==> src/rtl/bcm_pkg.sv <==
// Package of preset defaults and timing for the mode-11 boot configuration loader
package bcm_pkg;
  // Timing
  localparam int BCM_CLK_MHZ = 100;
  localparam int BCM_SLOT_TIME_US = 1280;
  localparam int BCM_SLOT_CYCLES = BCM_SLOT_TIME_US * BCM_CLK_MHZ;
  localparam int BCM_DB_BASE_MS = 40;
  localparam int BCM_NUM_SLOTS = 14;
  localparam int BCM_NUM_BUCK = 6;
  localparam int BCM_NUM_REG = 4;
  localparam int BCM_NUM_PIN = 13;
  // Slot code meanings
  localparam logic [3:0] BCM_SLOT_OFF = 4'h0;
  localparam logic [3:0] BCM_SLOT_ACTIVE = 4'hF;
  // General system defaults
  localparam logic BCM_RST_POWER_ON_PIN_POLARITY = 1'b1;
  localparam logic BCM_RST_USB_HI = 1'b1;
  localparam logic [1:0] BCM_RST_WDOG = 2'h0;
  localparam logic BCM_RST_IF3 = 1'b0;
  localparam logic BCM_RST_IF4 = 1'b0;
  localparam logic BCM_RST_IFCFG = 1'b0;
  localparam logic BCM_RST_OSC = 1'b1;
  localparam logic BCM_RST_TICK = 1'b1;
  localparam logic BCM_RST_CLKSRC = 1'b0;
  localparam logic BCM_RST_R1_MODE = 1'b1;
  localparam logic BCM_RST_R1_PINEN = 1'b0;
  localparam logic BCM_RST_LIMSW = 1'b0;
  // Start-up slots, index 0 is converter/regulator 1
  localparam logic [23:0] BCM_RST_BUCK_SLOT = 24'h10_3002;
  localparam logic [15:0] BCM_RST_REG_SLOT = 16'h0000;
  // Voltage codes, 7 bits per converter, converter 1 in the low bits
  localparam logic [41:0] BCM_RST_BUCK_V = {7'h26, 7'h00, 7'h06, 7'h0E, 7'h00, 7'h62};
  localparam logic [19:0] BCM_RST_REG_V = {5'h1F, 5'h1F, 5'h1A, 5'h02};
  // Pin function codes, pin 0 in the low nibble
  localparam logic [51:0] BCM_RST_PIN_FN = {4'h3, 4'h2, 4'h3, 4'h0, 4'h0, 4'h0, 4'h0,
                                            4'h0, 4'h1, 4'h0, 4'h3, 4'h1, 4'h0};
  localparam logic [12:0] BCM_RST_PIN_DIR = 13'h0BFB;
  localparam logic [12:0] BCM_RST_PIN_CFG = 13'h0FFD;
  localparam logic [12:0] BCM_RST_PIN_PU = 13'h0010;
  localparam logic [12:0] BCM_RST_PIN_PD = 13'h0000;
  localparam logic [12:0] BCM_RST_PIN_DB = 13'h1FFF;
  localparam logic [1:0] BCM_RST_DBTIME = 2'h0;
  // Sequencer states
  typedef enum logic [1:0] {
    BCM_ST_LOAD = 2'b00,
    BCM_ST_SEQ = 2'b01,
    BCM_ST_ACTIVE = 2'b10
  } bcm_state_e;
endpackage : bcm_pkg

==> src/rtl/bcm_slot_if.sv <==
// Interface carrying slot progress from the timer to the sequencer
`timescale 1ns/1ps
`default_nettype none
interface bcm_slot_if;
  logic run;
  logic tick;
  logic [3:0] slot;
  logic done;
  modport timer (input run, output tick, output slot, output done);
  modport seq (output run, input tick, input slot, input done);
endinterface : bcm_slot_if
`default_nettype wire

==> src/rtl/bcm_boot_mode11.sv <==
// Mode-11 boot defaults loader and timed power-up sequencer
`timescale 1ns/1ps
`default_nettype none
module bcm_boot_mode11 import bcm_pkg::*; #(
  parameter int SLOT_CYCLES = BCM_SLOT_CYCLES,
  parameter int NUM_SLOTS = BCM_NUM_SLOTS,
  parameter int NUM_BUCK = BCM_NUM_BUCK,
  parameter int NUM_REG = BCM_NUM_REG,
  parameter int NUM_PIN = BCM_NUM_PIN
) (
  // Clock and reset
  input wire logic i_core_clk,
  input wire logic i_rstn,
  // Sequence control
  input wire logic i_start,
  // Runtime writes, taken only in ACTIVE
  input wire logic i_rt_wr,
  input wire logic [5:0] i_rt_buck_enable,
  input wire logic [3:0] i_rt_reg_enable,
  input wire logic i_rt_limit_switch,
  // Sequencer status
  output logic o_active,
  output logic [3:0] o_slot,
  // Supply enables
  output logic [5:0] o_buck_enable_bit,
  output logic [3:0] o_reg_enable,
  output logic o_limit_switch_close,
  // Supply slots and voltage codes
  output logic [23:0] o_buck_startup_slot,
  output logic [15:0] o_reg_startup_slot,
  output logic [41:0] o_buck_voltage_code,
  output logic [19:0] o_reg_voltage_code,
  // General system settings
  output logic o_power_on_pin_polarity,
  output logic o_usb_slave_high_current_sel,
  output logic [1:0] o_watchdog_mode_field,
  output logic o_ctrl_if_three_wire_sel,
  output logic o_ctrl_if_four_wire_sel,
  output logic o_ctrl_if_serial_cfg,
  output logic o_slow_osc_enable,
  output logic o_rtc_tick_enable,
  output logic o_rtc_clock_source_sel,
  output logic o_reg1_pin_control_mode,
  output logic o_reg1_pin_enable,
  // Pin configuration
  output logic [51:0] o_pin_function_sel,
  output logic [12:0] o_pin_direction,
  output logic [12:0] o_pin_polarity_or_drive_cfg,
  output logic [12:0] o_pin_pullup_en,
  output logic [12:0] o_pin_pulldown_en,
  output logic [12:0] o_pin_debounce_en,
  output logic [1:0] o_debounce_time_sel,
  output logic [6:0] o_wake_debounce_ms,
  output logic [12:0] o_pin_active_low
);
  typedef struct packed {
    bcm_state_e state;
    logic [5:0] buck_en;
    logic [3:0] reg_en;
    logic limsw;
  } bcm_top_s;
  bcm_top_s st, next_st;

  bcm_slot_if slot_if ();

  // Slot interval timer
  bcm_slot_timer #(
    .SLOT_CYCLES(SLOT_CYCLES),
    .NUM_SLOTS(NUM_SLOTS)
  ) u_timer (
    .i_core_clk(i_core_clk),
    .i_rstn(i_rstn),
    .slot_if(slot_if.timer)
  );

  // Does a slot code fire at this slot, or on entry to ACTIVE
  function automatic logic slot_hit(input logic [3:0] code, input logic [3:0] slot,
                                    input logic entering);
    logic hit;
    hit = 1'b0;
    if (code == BCM_SLOT_ACTIVE) begin
      hit = entering;
    end else if (code != BCM_SLOT_OFF) begin
      hit = (code == slot);
    end
    return hit;
  endfunction : slot_hit

  // Polarity meaning per pin function; some inputs invert the sense
  // Outputs have no active sense: their cfg bit picks the drive type instead
  function automatic logic pin_low(input logic [3:0] fn, input logic cfg, input logic dir,
                                   input int idx);
    logic inv;
    inv = 1'b0;
    if ((idx == 4 && fn == 4'h1) || (idx == 11 && fn == 4'h2)) begin
      inv = 1'b1;
    end
    return dir ? (inv ? cfg : !cfg) : 1'b0;
  endfunction : pin_low

  logic entering;
  logic [5:0] buck_hit;
  logic [3:0] reg_hit;

  assign slot_if.run = (st.state == BCM_ST_SEQ);
  assign entering = slot_if.run && slot_if.done;

  // Per-supply slot match, evaluated on each slot tick
  for (genvar g = 0; g < NUM_BUCK; g++) begin : g_buck
    assign buck_hit[g] = slot_hit(BCM_RST_BUCK_SLOT[4*g +: 4], slot_if.slot, entering)
                         && (slot_if.tick || entering);
  end
  for (genvar g = 0; g < NUM_REG; g++) begin : g_reg
    assign reg_hit[g] = slot_hit(BCM_RST_REG_SLOT[4*g +: 4], slot_if.slot, entering)
                        && (slot_if.tick || entering);
  end

  // Sequencer state and supply enables
  always_comb begin
    next_st = st;
    case (st.state)
      BCM_ST_LOAD: begin
        if (i_start) begin
          next_st.state = BCM_ST_SEQ;
        end
      end
      BCM_ST_SEQ: begin
        next_st.buck_en = st.buck_en | buck_hit;
        next_st.reg_en = st.reg_en | reg_hit;
        next_st.limsw = 1'b0; // Never closed while starting
        if (slot_if.done) begin
          next_st.state = BCM_ST_ACTIVE;
        end
      end
      BCM_ST_ACTIVE: begin
        if (i_rt_wr) begin
          next_st.buck_en = i_rt_buck_enable;
          next_st.reg_en = i_rt_reg_enable;
          next_st.limsw = i_rt_limit_switch;
        end
      end
      default: begin
        next_st.state = BCM_ST_LOAD;
      end
    endcase
  end

  always_ff @(posedge i_core_clk or negedge i_rstn) begin
    if (!i_rstn) begin
      st <= '{state: BCM_ST_LOAD, buck_en: 6'h00, reg_en: 4'h0, limsw: BCM_RST_LIMSW};
    end else begin
      st <= next_st;
    end
  end

  // Status and enables; regulator 1 forced on by pin mode
  assign o_active = (st.state == BCM_ST_ACTIVE);
  assign o_slot = slot_if.slot;
  assign o_buck_enable_bit = st.buck_en;
  assign o_reg_enable = {st.reg_en[3:1], st.reg_en[0] | BCM_RST_R1_MODE};
  assign o_limit_switch_close = st.limsw;

  // Preset supply settings
  assign o_buck_startup_slot = BCM_RST_BUCK_SLOT;
  assign o_reg_startup_slot = BCM_RST_REG_SLOT;
  assign o_buck_voltage_code = BCM_RST_BUCK_V;
  assign o_reg_voltage_code = BCM_RST_REG_V;

  // Preset system settings
  assign o_power_on_pin_polarity = BCM_RST_POWER_ON_PIN_POLARITY;
  assign o_usb_slave_high_current_sel = BCM_RST_USB_HI;
  assign o_watchdog_mode_field = BCM_RST_WDOG;
  assign o_ctrl_if_three_wire_sel = BCM_RST_IF3;
  assign o_ctrl_if_four_wire_sel = BCM_RST_IF4;
  assign o_ctrl_if_serial_cfg = BCM_RST_IFCFG;
  assign o_slow_osc_enable = BCM_RST_OSC;
  assign o_rtc_tick_enable = BCM_RST_TICK;
  assign o_rtc_clock_source_sel = BCM_RST_CLKSRC;
  assign o_reg1_pin_control_mode = BCM_RST_R1_MODE;
  assign o_reg1_pin_enable = BCM_RST_R1_PINEN;

  // Preset pin settings
  assign o_pin_function_sel = BCM_RST_PIN_FN;
  assign o_pin_direction = BCM_RST_PIN_DIR;
  assign o_pin_polarity_or_drive_cfg = BCM_RST_PIN_CFG;
  assign o_pin_pullup_en = BCM_RST_PIN_PU;
  assign o_pin_pulldown_en = BCM_RST_PIN_PD;
  assign o_pin_debounce_en = BCM_RST_PIN_DB;
  assign o_debounce_time_sel = BCM_RST_DBTIME;
  assign o_wake_debounce_ms = 7'(BCM_DB_BASE_MS) + {5'h00, BCM_RST_DBTIME};

  // Effective active-low sense per pin; pins 4 and 11 follow their polarity bit directly
  for (genvar g = 0; g < NUM_PIN; g++) begin : g_pin
    assign o_pin_active_low[g] = pin_low(BCM_RST_PIN_FN[4*g +: 4], BCM_RST_PIN_CFG[g],
                                         BCM_RST_PIN_DIR[g], g);
  end
endmodule : bcm_boot_mode11
`default_nettype wire

==> src/rtl/bcm_slot_timer.sv <==
// Slot timer: counts start-up slots 1..N at a fixed interval
`timescale 1ns/1ps
`default_nettype none
module bcm_slot_timer import bcm_pkg::*; #(
  parameter int SLOT_CYCLES = BCM_SLOT_CYCLES,
  parameter int NUM_SLOTS = BCM_NUM_SLOTS
) (
  // Clock and reset
  input wire logic i_core_clk,
  input wire logic i_rstn,
  // Slot progress
  bcm_slot_if.timer slot_if
);
  typedef struct packed {
    logic [17:0] cnt;
    logic [3:0] slot;
    logic tick;
    logic done;
  } bcm_tmr_s;
  bcm_tmr_s st, next_st;

  // Interval counter; each wrap advances one slot
  always_comb begin
    next_st = st;
    next_st.tick = 1'b0;
    if (slot_if.run && !st.done) begin
      if (st.cnt == 18'(SLOT_CYCLES - 1)) begin
        next_st.cnt = '0;
        next_st.tick = 1'b1;
        next_st.slot = st.slot + 4'h1;
        if (st.slot == 4'(NUM_SLOTS - 1)) begin
          next_st.done = 1'b1; // Last slot reached
        end
      end else begin
        next_st.cnt = st.cnt + 18'h0_0001;
      end
    end
  end

  always_ff @(posedge i_core_clk or negedge i_rstn) begin
    if (!i_rstn) begin
      st <= '0;
    end else begin
      st <= next_st;
    end
  end

  assign slot_if.tick = st.tick;
  assign slot_if.slot = st.slot;
  assign slot_if.done = st.done;
endmodule : bcm_slot_timer
`default_nettype wire

==> config.mk <==
export PLATFORM = sky130hd
export DESIGN_NAME = bcm_boot_mode11
export DESIGN_NICKNAME = d
export VERILOG_FILES = /design/src/rtl/bcm_pkg.sv /design/src/rtl/bcm_slot_if.sv /design/src/rtl/bcm_boot_mode11.sv /design/src/rtl/bcm_slot_timer.sv
export SDC_FILE = /design/constraint.sdc
export NUM_CORES = 1
export LEC_CHECK = 0
export ABC_AREA = 1
export BUFFER_PORTS_ARGS = -buffer_cell sky130_fd_sc_hd__buf_2
export CORE_AREA = 2 2 109 111
export CTS_CLUSTER_SIZE = 20
export DETAILED_ROUTE_END_ITERATION = 12
export DIE_AREA = 0 0 111 113
export PLACE_DENSITY = 0.71
export SKIP_CTS_REPAIR_TIMING = 1
export SLEW_MARGIN = 20
export SYNTH_ARGS = -nofsm -noshare
export SYNTH_HDL_FRONTEND = slang
export SYNTH_SLANG_ARGS = --single-unit
==> constraint.sdc <==
create_clock -name i_core_clk -period 1.3 [get_ports i_core_clk]
set_input_delay 0.065 -clock i_core_clk [delete_from_list [all_inputs] [get_ports i_core_clk]]
set_output_delay 0.065 -clock i_core_clk [all_outputs]
set_load 0.1 [all_outputs]
Word level (Yosys, flattened, before mapping)
Index checks and enable logic that the tools add are counted.
- register bits: 37
- output and inout port bits: 269
- bits in read-only memories: 0
- memories kept: 0
- bits of input ports: 15
- latch bits: 0
- bits in writable memories: 0
- bitwise operators: 3
- mux-type cells: 9
- reductions and logical operators: 14
- multiply operators: 0
- $add $sub $neg: 2
- div/mod/pow operators: 0
- eq/ne operators: 10
- shift operators: 0
- order comparisons: 0
- operators with widths (cell ; number):
    case mux 11 bit (2 select lines) ; 1
    adder 18 x 1 -> 18 bit (second input constant) ; 1
    == test 18 x 17 -> 1 bit (second input constant) ; 1
    2-to-1 mux 18 bit ; 1
    2-to-1 mux 11 bit ; 1
    AND reduction 3 bit ; 3
    == test 2 x 4 -> 1 bit (first input constant) ; 2
    2-to-1 mux 2 bit ; 4
    bitwise OR 6 bit ; 1
    case mux 2 bit (3 select lines) ; 1
    logical AND 1 bit ; 5
    adder 4 x 1 -> 4 bit (second input constant) ; 1
    == test 1 x 4 -> 1 bit (first input constant) ; 1
    == test 4 bit (second input constant) ; 1
    != test 2 bit (second input constant) ; 2
    AND reduction 2 bit ; 2
    == test 2 x 1 -> 1 bit (second input constant) ; 1
    == test 2 bit (second input constant) ; 1
    logical NOT 2 bit ; 1
    != test 2 x 1 -> 1 bit (second input constant) ; 1
    NOT 1 bit ; 2
    nonzero test 2 bit ; 1
    logical NOT 1 bit ; 1
    logical OR 1 bit ; 1
    2-to-1 mux 1 bit ; 1

Logic depth before layout (Yosys ltp)
- word-level depth: 6
- gate-level depth with buffers: 9

Hierarchy
From an unflattened synthesis, not the netlist that was laid out.
- cell total of the unflattened synthesis: 528
- area total of the unflattened synthesis: 4026.4 um^2
- modules (own cells, without submodules) (module ; instances ; area each (um^2) ; seq. area each (um^2) ; cells an instance):
    bcm_boot_mode11 ; 1 ; 2573.7 ; 300.3 ; 340
    bcm_slot_timer ; 1 ; 1452.6 ; 600.6 ; 188

Least setup slack after synthesis
No wires, ideal clock.
- path type: flip-flop to flip-flop
- from: register st[11] (netlist name)
- to: register st, in the netlist o_buck_enable_bit[2]
- arrival: 1.510 ns
- slack: -0.334 ns
- library setup time: 0.125 ns
- stages on the path, launching flop included: 7
- clock period less this slack: 1.634 ns
- cells stage by stage: dfrtp_1 -> inv_1 -> nand2_1 -> inv_2 -> nand2_1 -> buf_4 -> mux2_2
- word-level cells in the longest chain between the ends: 3
- elaborated cells between the ends (all ways): 6
- those cells by class: 3 x eq/ne; 1 x mux; 2 x reduce/logical
- RTL lines (element ; RTL line ; RTL):
    start: declaration ; bcm_boot_mode11.sv:62 ; bcm_top_s st, next_st;
    start signal: assignment ; bcm_boot_mode11.sv:150 ; st <= '{state: BCM_ST_LOAD, buck_en: 6'h00, reg_en: 4'h0, limsw: BCM_RST_LIMSW};
    start signal: assignment ; bcm_boot_mode11.sv:152 ; st <= next_st;
    == test 2 bit (*) ; -- ;
    named net o_active ; bcm_boot_mode11.sv:22 ; output logic o_active,
    != test 2 bit (no source line) or nonzero test 2 bit (tied branches) ; -- ;
    AND reduction 2 bit (no source line) ; -- ;
Mark *: on every way through the listed nets, which the timed path passes. The rest lies on a longest branch. The select of a mux whose other input is x is not followed.
A chain may end at the register's enable or synchronous reset.

Final worst setup path
- from: register st[12] (netlist name)
- to: register u_timer.st[21] (netlist name)
- word-level cells in the longest chain between the ends: 2
- RTL lines (element ; RTL line ; RTL):
    == test 2 x 1 -> 1 bit ; bcm_boot_mode11.sv:105 ; assign slot_if.run = (st.state == BCM_ST_SEQ);
    logical AND 1 bit ; bcm_slot_timer.sv:26 ; if (slot_if.run && !st.done) begin
    end signal: assignment ; bcm_slot_timer.sv:44 ; st <= next_st;
    end: declaration ; bcm_slot_timer.sv:20 ; bcm_tmr_s st, next_st;
No other way between the ends.

==> metrics.txt <==
number of max-cap violations 0; port buffer count 28; Final GP Congestion 0.779; Max VDD drop 589 uV; hpwl dp 4.55 mm; fin worst setup slack -0.0846 ns; crit share post-route 1.07; cell mode on critical path nor2_1; RSZ-0062 raised after global routing yes; CTS buffer count 5; largest net degree at the start of global routing 37; Hold Path End o_buck_enable_bit[4]; Synth cell types 27; critical path fanouts, max 7; die outline width 111 um; footprint of the multi-input gates 1980 um2; synthesized area per cell 7.90 um2; die area 12,500 um2; Hold Crit Class in2reg; total number of vias around 2.4k; initial antenna violation count 0; worst min-delay path startpoint i_rt_buck_enable[4]; fill cell count 1,174; sequential share of the synthesized area 0.228; via/cell ratio 3.43; Remaining Overflow, GRT 0; starting density of the core 0.351; Pre-Repair DR Iteration Count 4; Hold Path Depth 2; WS Path Type reg2reg; CP max stage delay 0.40 ns; mux share of post-synthesis cell area 0.0171; crit path launch type register; PwrDens about 1500 nW/um2; crit path max-delay cell type dfrtp_1; Seq cells post-synth 36; clk_lat worst skew 0.28 ns; Iteration-0 DRC Markers 76; launching point of the worst reg2reg path st[12]; commonest cells after routing, fill and taps aside 254 x conb_1, 44 x nand2_1, 33 x dfrtp_1; post-synth top area share 0.508; area leader, netlist buf_4; mapped cell area 3960 um2; Critical R2R Capture u_timer.st[21]; Antenna Violating Nets Remaining 0; commonest non-fill, non-tap cell in the layout conb_1; top cells by area, synth buf_4 51%, dfrtp_1 23%, nand2_1 5.0%, nor2_1 2.9%, inv_1 2.7%; Antenna diodes 0; Final #Nets 570; Clock Skew between 0.004 and 0.005 ns; status finished with violations; WP data arrival approximately 1.6 ns; yosys warns 0; Syn Inst Count 501; failing checks setup timing; row cnt 39; Min Hold Slack 0.0178 ns; Final Slew Violations 0; setup_tns -0.930 ns; WP data required 1.47 ns; first-pass GRT wire length 7.97 mm; clk buf depth 2; Area Overhead vs Synth -4.36%; sequential standard cell area roughly 900 um2; R2R Setup Slk -0.08 ns; CP Capture Type register; final critical-path required period 1.38 ns; main combinational cell family by area after synthesis buffers and inverters; share of layout cells above drive strength 1 0.218; crit-path cells inv_2 -> nand2_4 -> nor2_8 -> buf_4 -> nand2_1 -> nor2_1 -> nand3_1 -> nand2_2 -> nor2_1; Final Hold Viols 0; Worst Reg-to-Reg Cells 9; Achievable Freq 722 MHz; clk root buf clkbuf_16; CTS tree done; Core ar. 11,300 um2; DR WL/cell 8.46 um; Simple-Gate Fraction of Synth Area 0.156; I/O pin count 284; post-synthesis xor/xnor area fraction 0.0133; Post-route DRC 0; Leak approximately 2.2 nW; clock sink total 36; clock-pin slew on the worst setup and hold paths 0.06 ns; vias in the first global route 1,785; Die Y 113 um; Routed WL approximately 6 mm; post-synthesis adder-cell area fraction 0.0126; final setup fails 17; Compound-Gate Fraction of Synth Area 0.0294; CTS H-Tree Depth 2; gr usage total 0.0795
-- critical path, delay by kind of cell, from the launching register on --
family / cells / cell delay, ns
and+or+nand+nor: 7 / 0.63
DFF: 1 / 0.40
buffers and inverters: 2 / 0.24
-- metrics by stage --
step | setup slack [ns] | power (mW) | util | instance area (um2) | cells
after floorplan | 0.0145 | 4.91 | - | 4940 | 753
after global placement | -0.0368 | 4.36 | 0.306 | 3450 | 680
after detailed placement | -0.0645 | 4.35 | 0.306 | 3450 | 680
after CTS | -0.0871 | 5.62 | 0.320 | 3610 | 687
after global routing | -0.180 | 5.72 | 0.336 | 3780 | 694
final | -0.0846 | 5.59 | 0.336 | 3780 | 694
-- per-layer routing --
layer,up-vias,global-route usage,routed length (um)
met5,-,0,0
met4,0,0.0350,126
met3,11,0.0268,633
met2,152,0.142,3120
met1,1091,0.0861,1990
li1,1125,-,-
-- kinds of logic after synthesis --
logic type / Yosys count
multiplexers: 6
flip-flops: 36
other: 2
XOR/XNOR: 6
buffers and inverters: 301
AND/OR/NAND/NOR: 126
AO/OA/AOI/OAI: 20
adder cells (fa/ha/maj): 4
-- power breakdown --
part / total (mW) / switching [mW] / internal (mW) / leakage, nW
clock network: 1.24 / 0.433 / 0.804 / 0.0760
registers: 1.12 / 0 / 1.12 / 0.463
logic: 3.23 / 3.22 / 0.0177 / 1.65
-- area by class of cell --
class,count,share of cell area
well taps,143,0.0473
inverters,32,0.0350
multi-input cells,416,0.522
clock buffers,7,0.0403
repair buffers,60,0.116
flip-flops and latches,36,0.239
-- cells in the mapped netlist (all sizes together) --
master,instances
buf,269
ha,4
xor2,5
a21oi,8
nor2,40
mux2,6
nand3,24
a31oi,3
inv,32
dfrtp,36
xnor2,1
o21ai,7
conb,2
and3,1
nand2,56
nand4,5
o21bai,2
-- sequential cells by signal, indices dropped and copies added, names as in the netlist --
register              count
o_buck_enable_bit         6
o_limit_switch_close      1
o_reg_enable              3
st                        2
u_timer.slot_if.done      1
u_timer.slot_if.slot      4
u_timer.slot_if.tick      1
u_timer.st               18
-- worst max-delay path by stage --
stage | startpoint | to | slack [ns] | depth (start not counted)
after floorplan | st[11] | o_buck_enable_bit[2] | 0.01 | 6
after global placement | u_timer.st[6] | u_timer.slot_if.slot[3] | -0.04 | 6
after detailed placement | u_timer.st[7] | u_timer.st[21] | -0.06 | 8
after CTS | u_timer.st[8] | u_timer.st[23] | -0.09 | 7
after global routing | u_timer.st[8] | u_timer.st[23] | -0.18 | 7
final | st[12] | u_timer.st[21] | -0.08 | 9
Note: power is estimated with default switching activity, not from simulation.
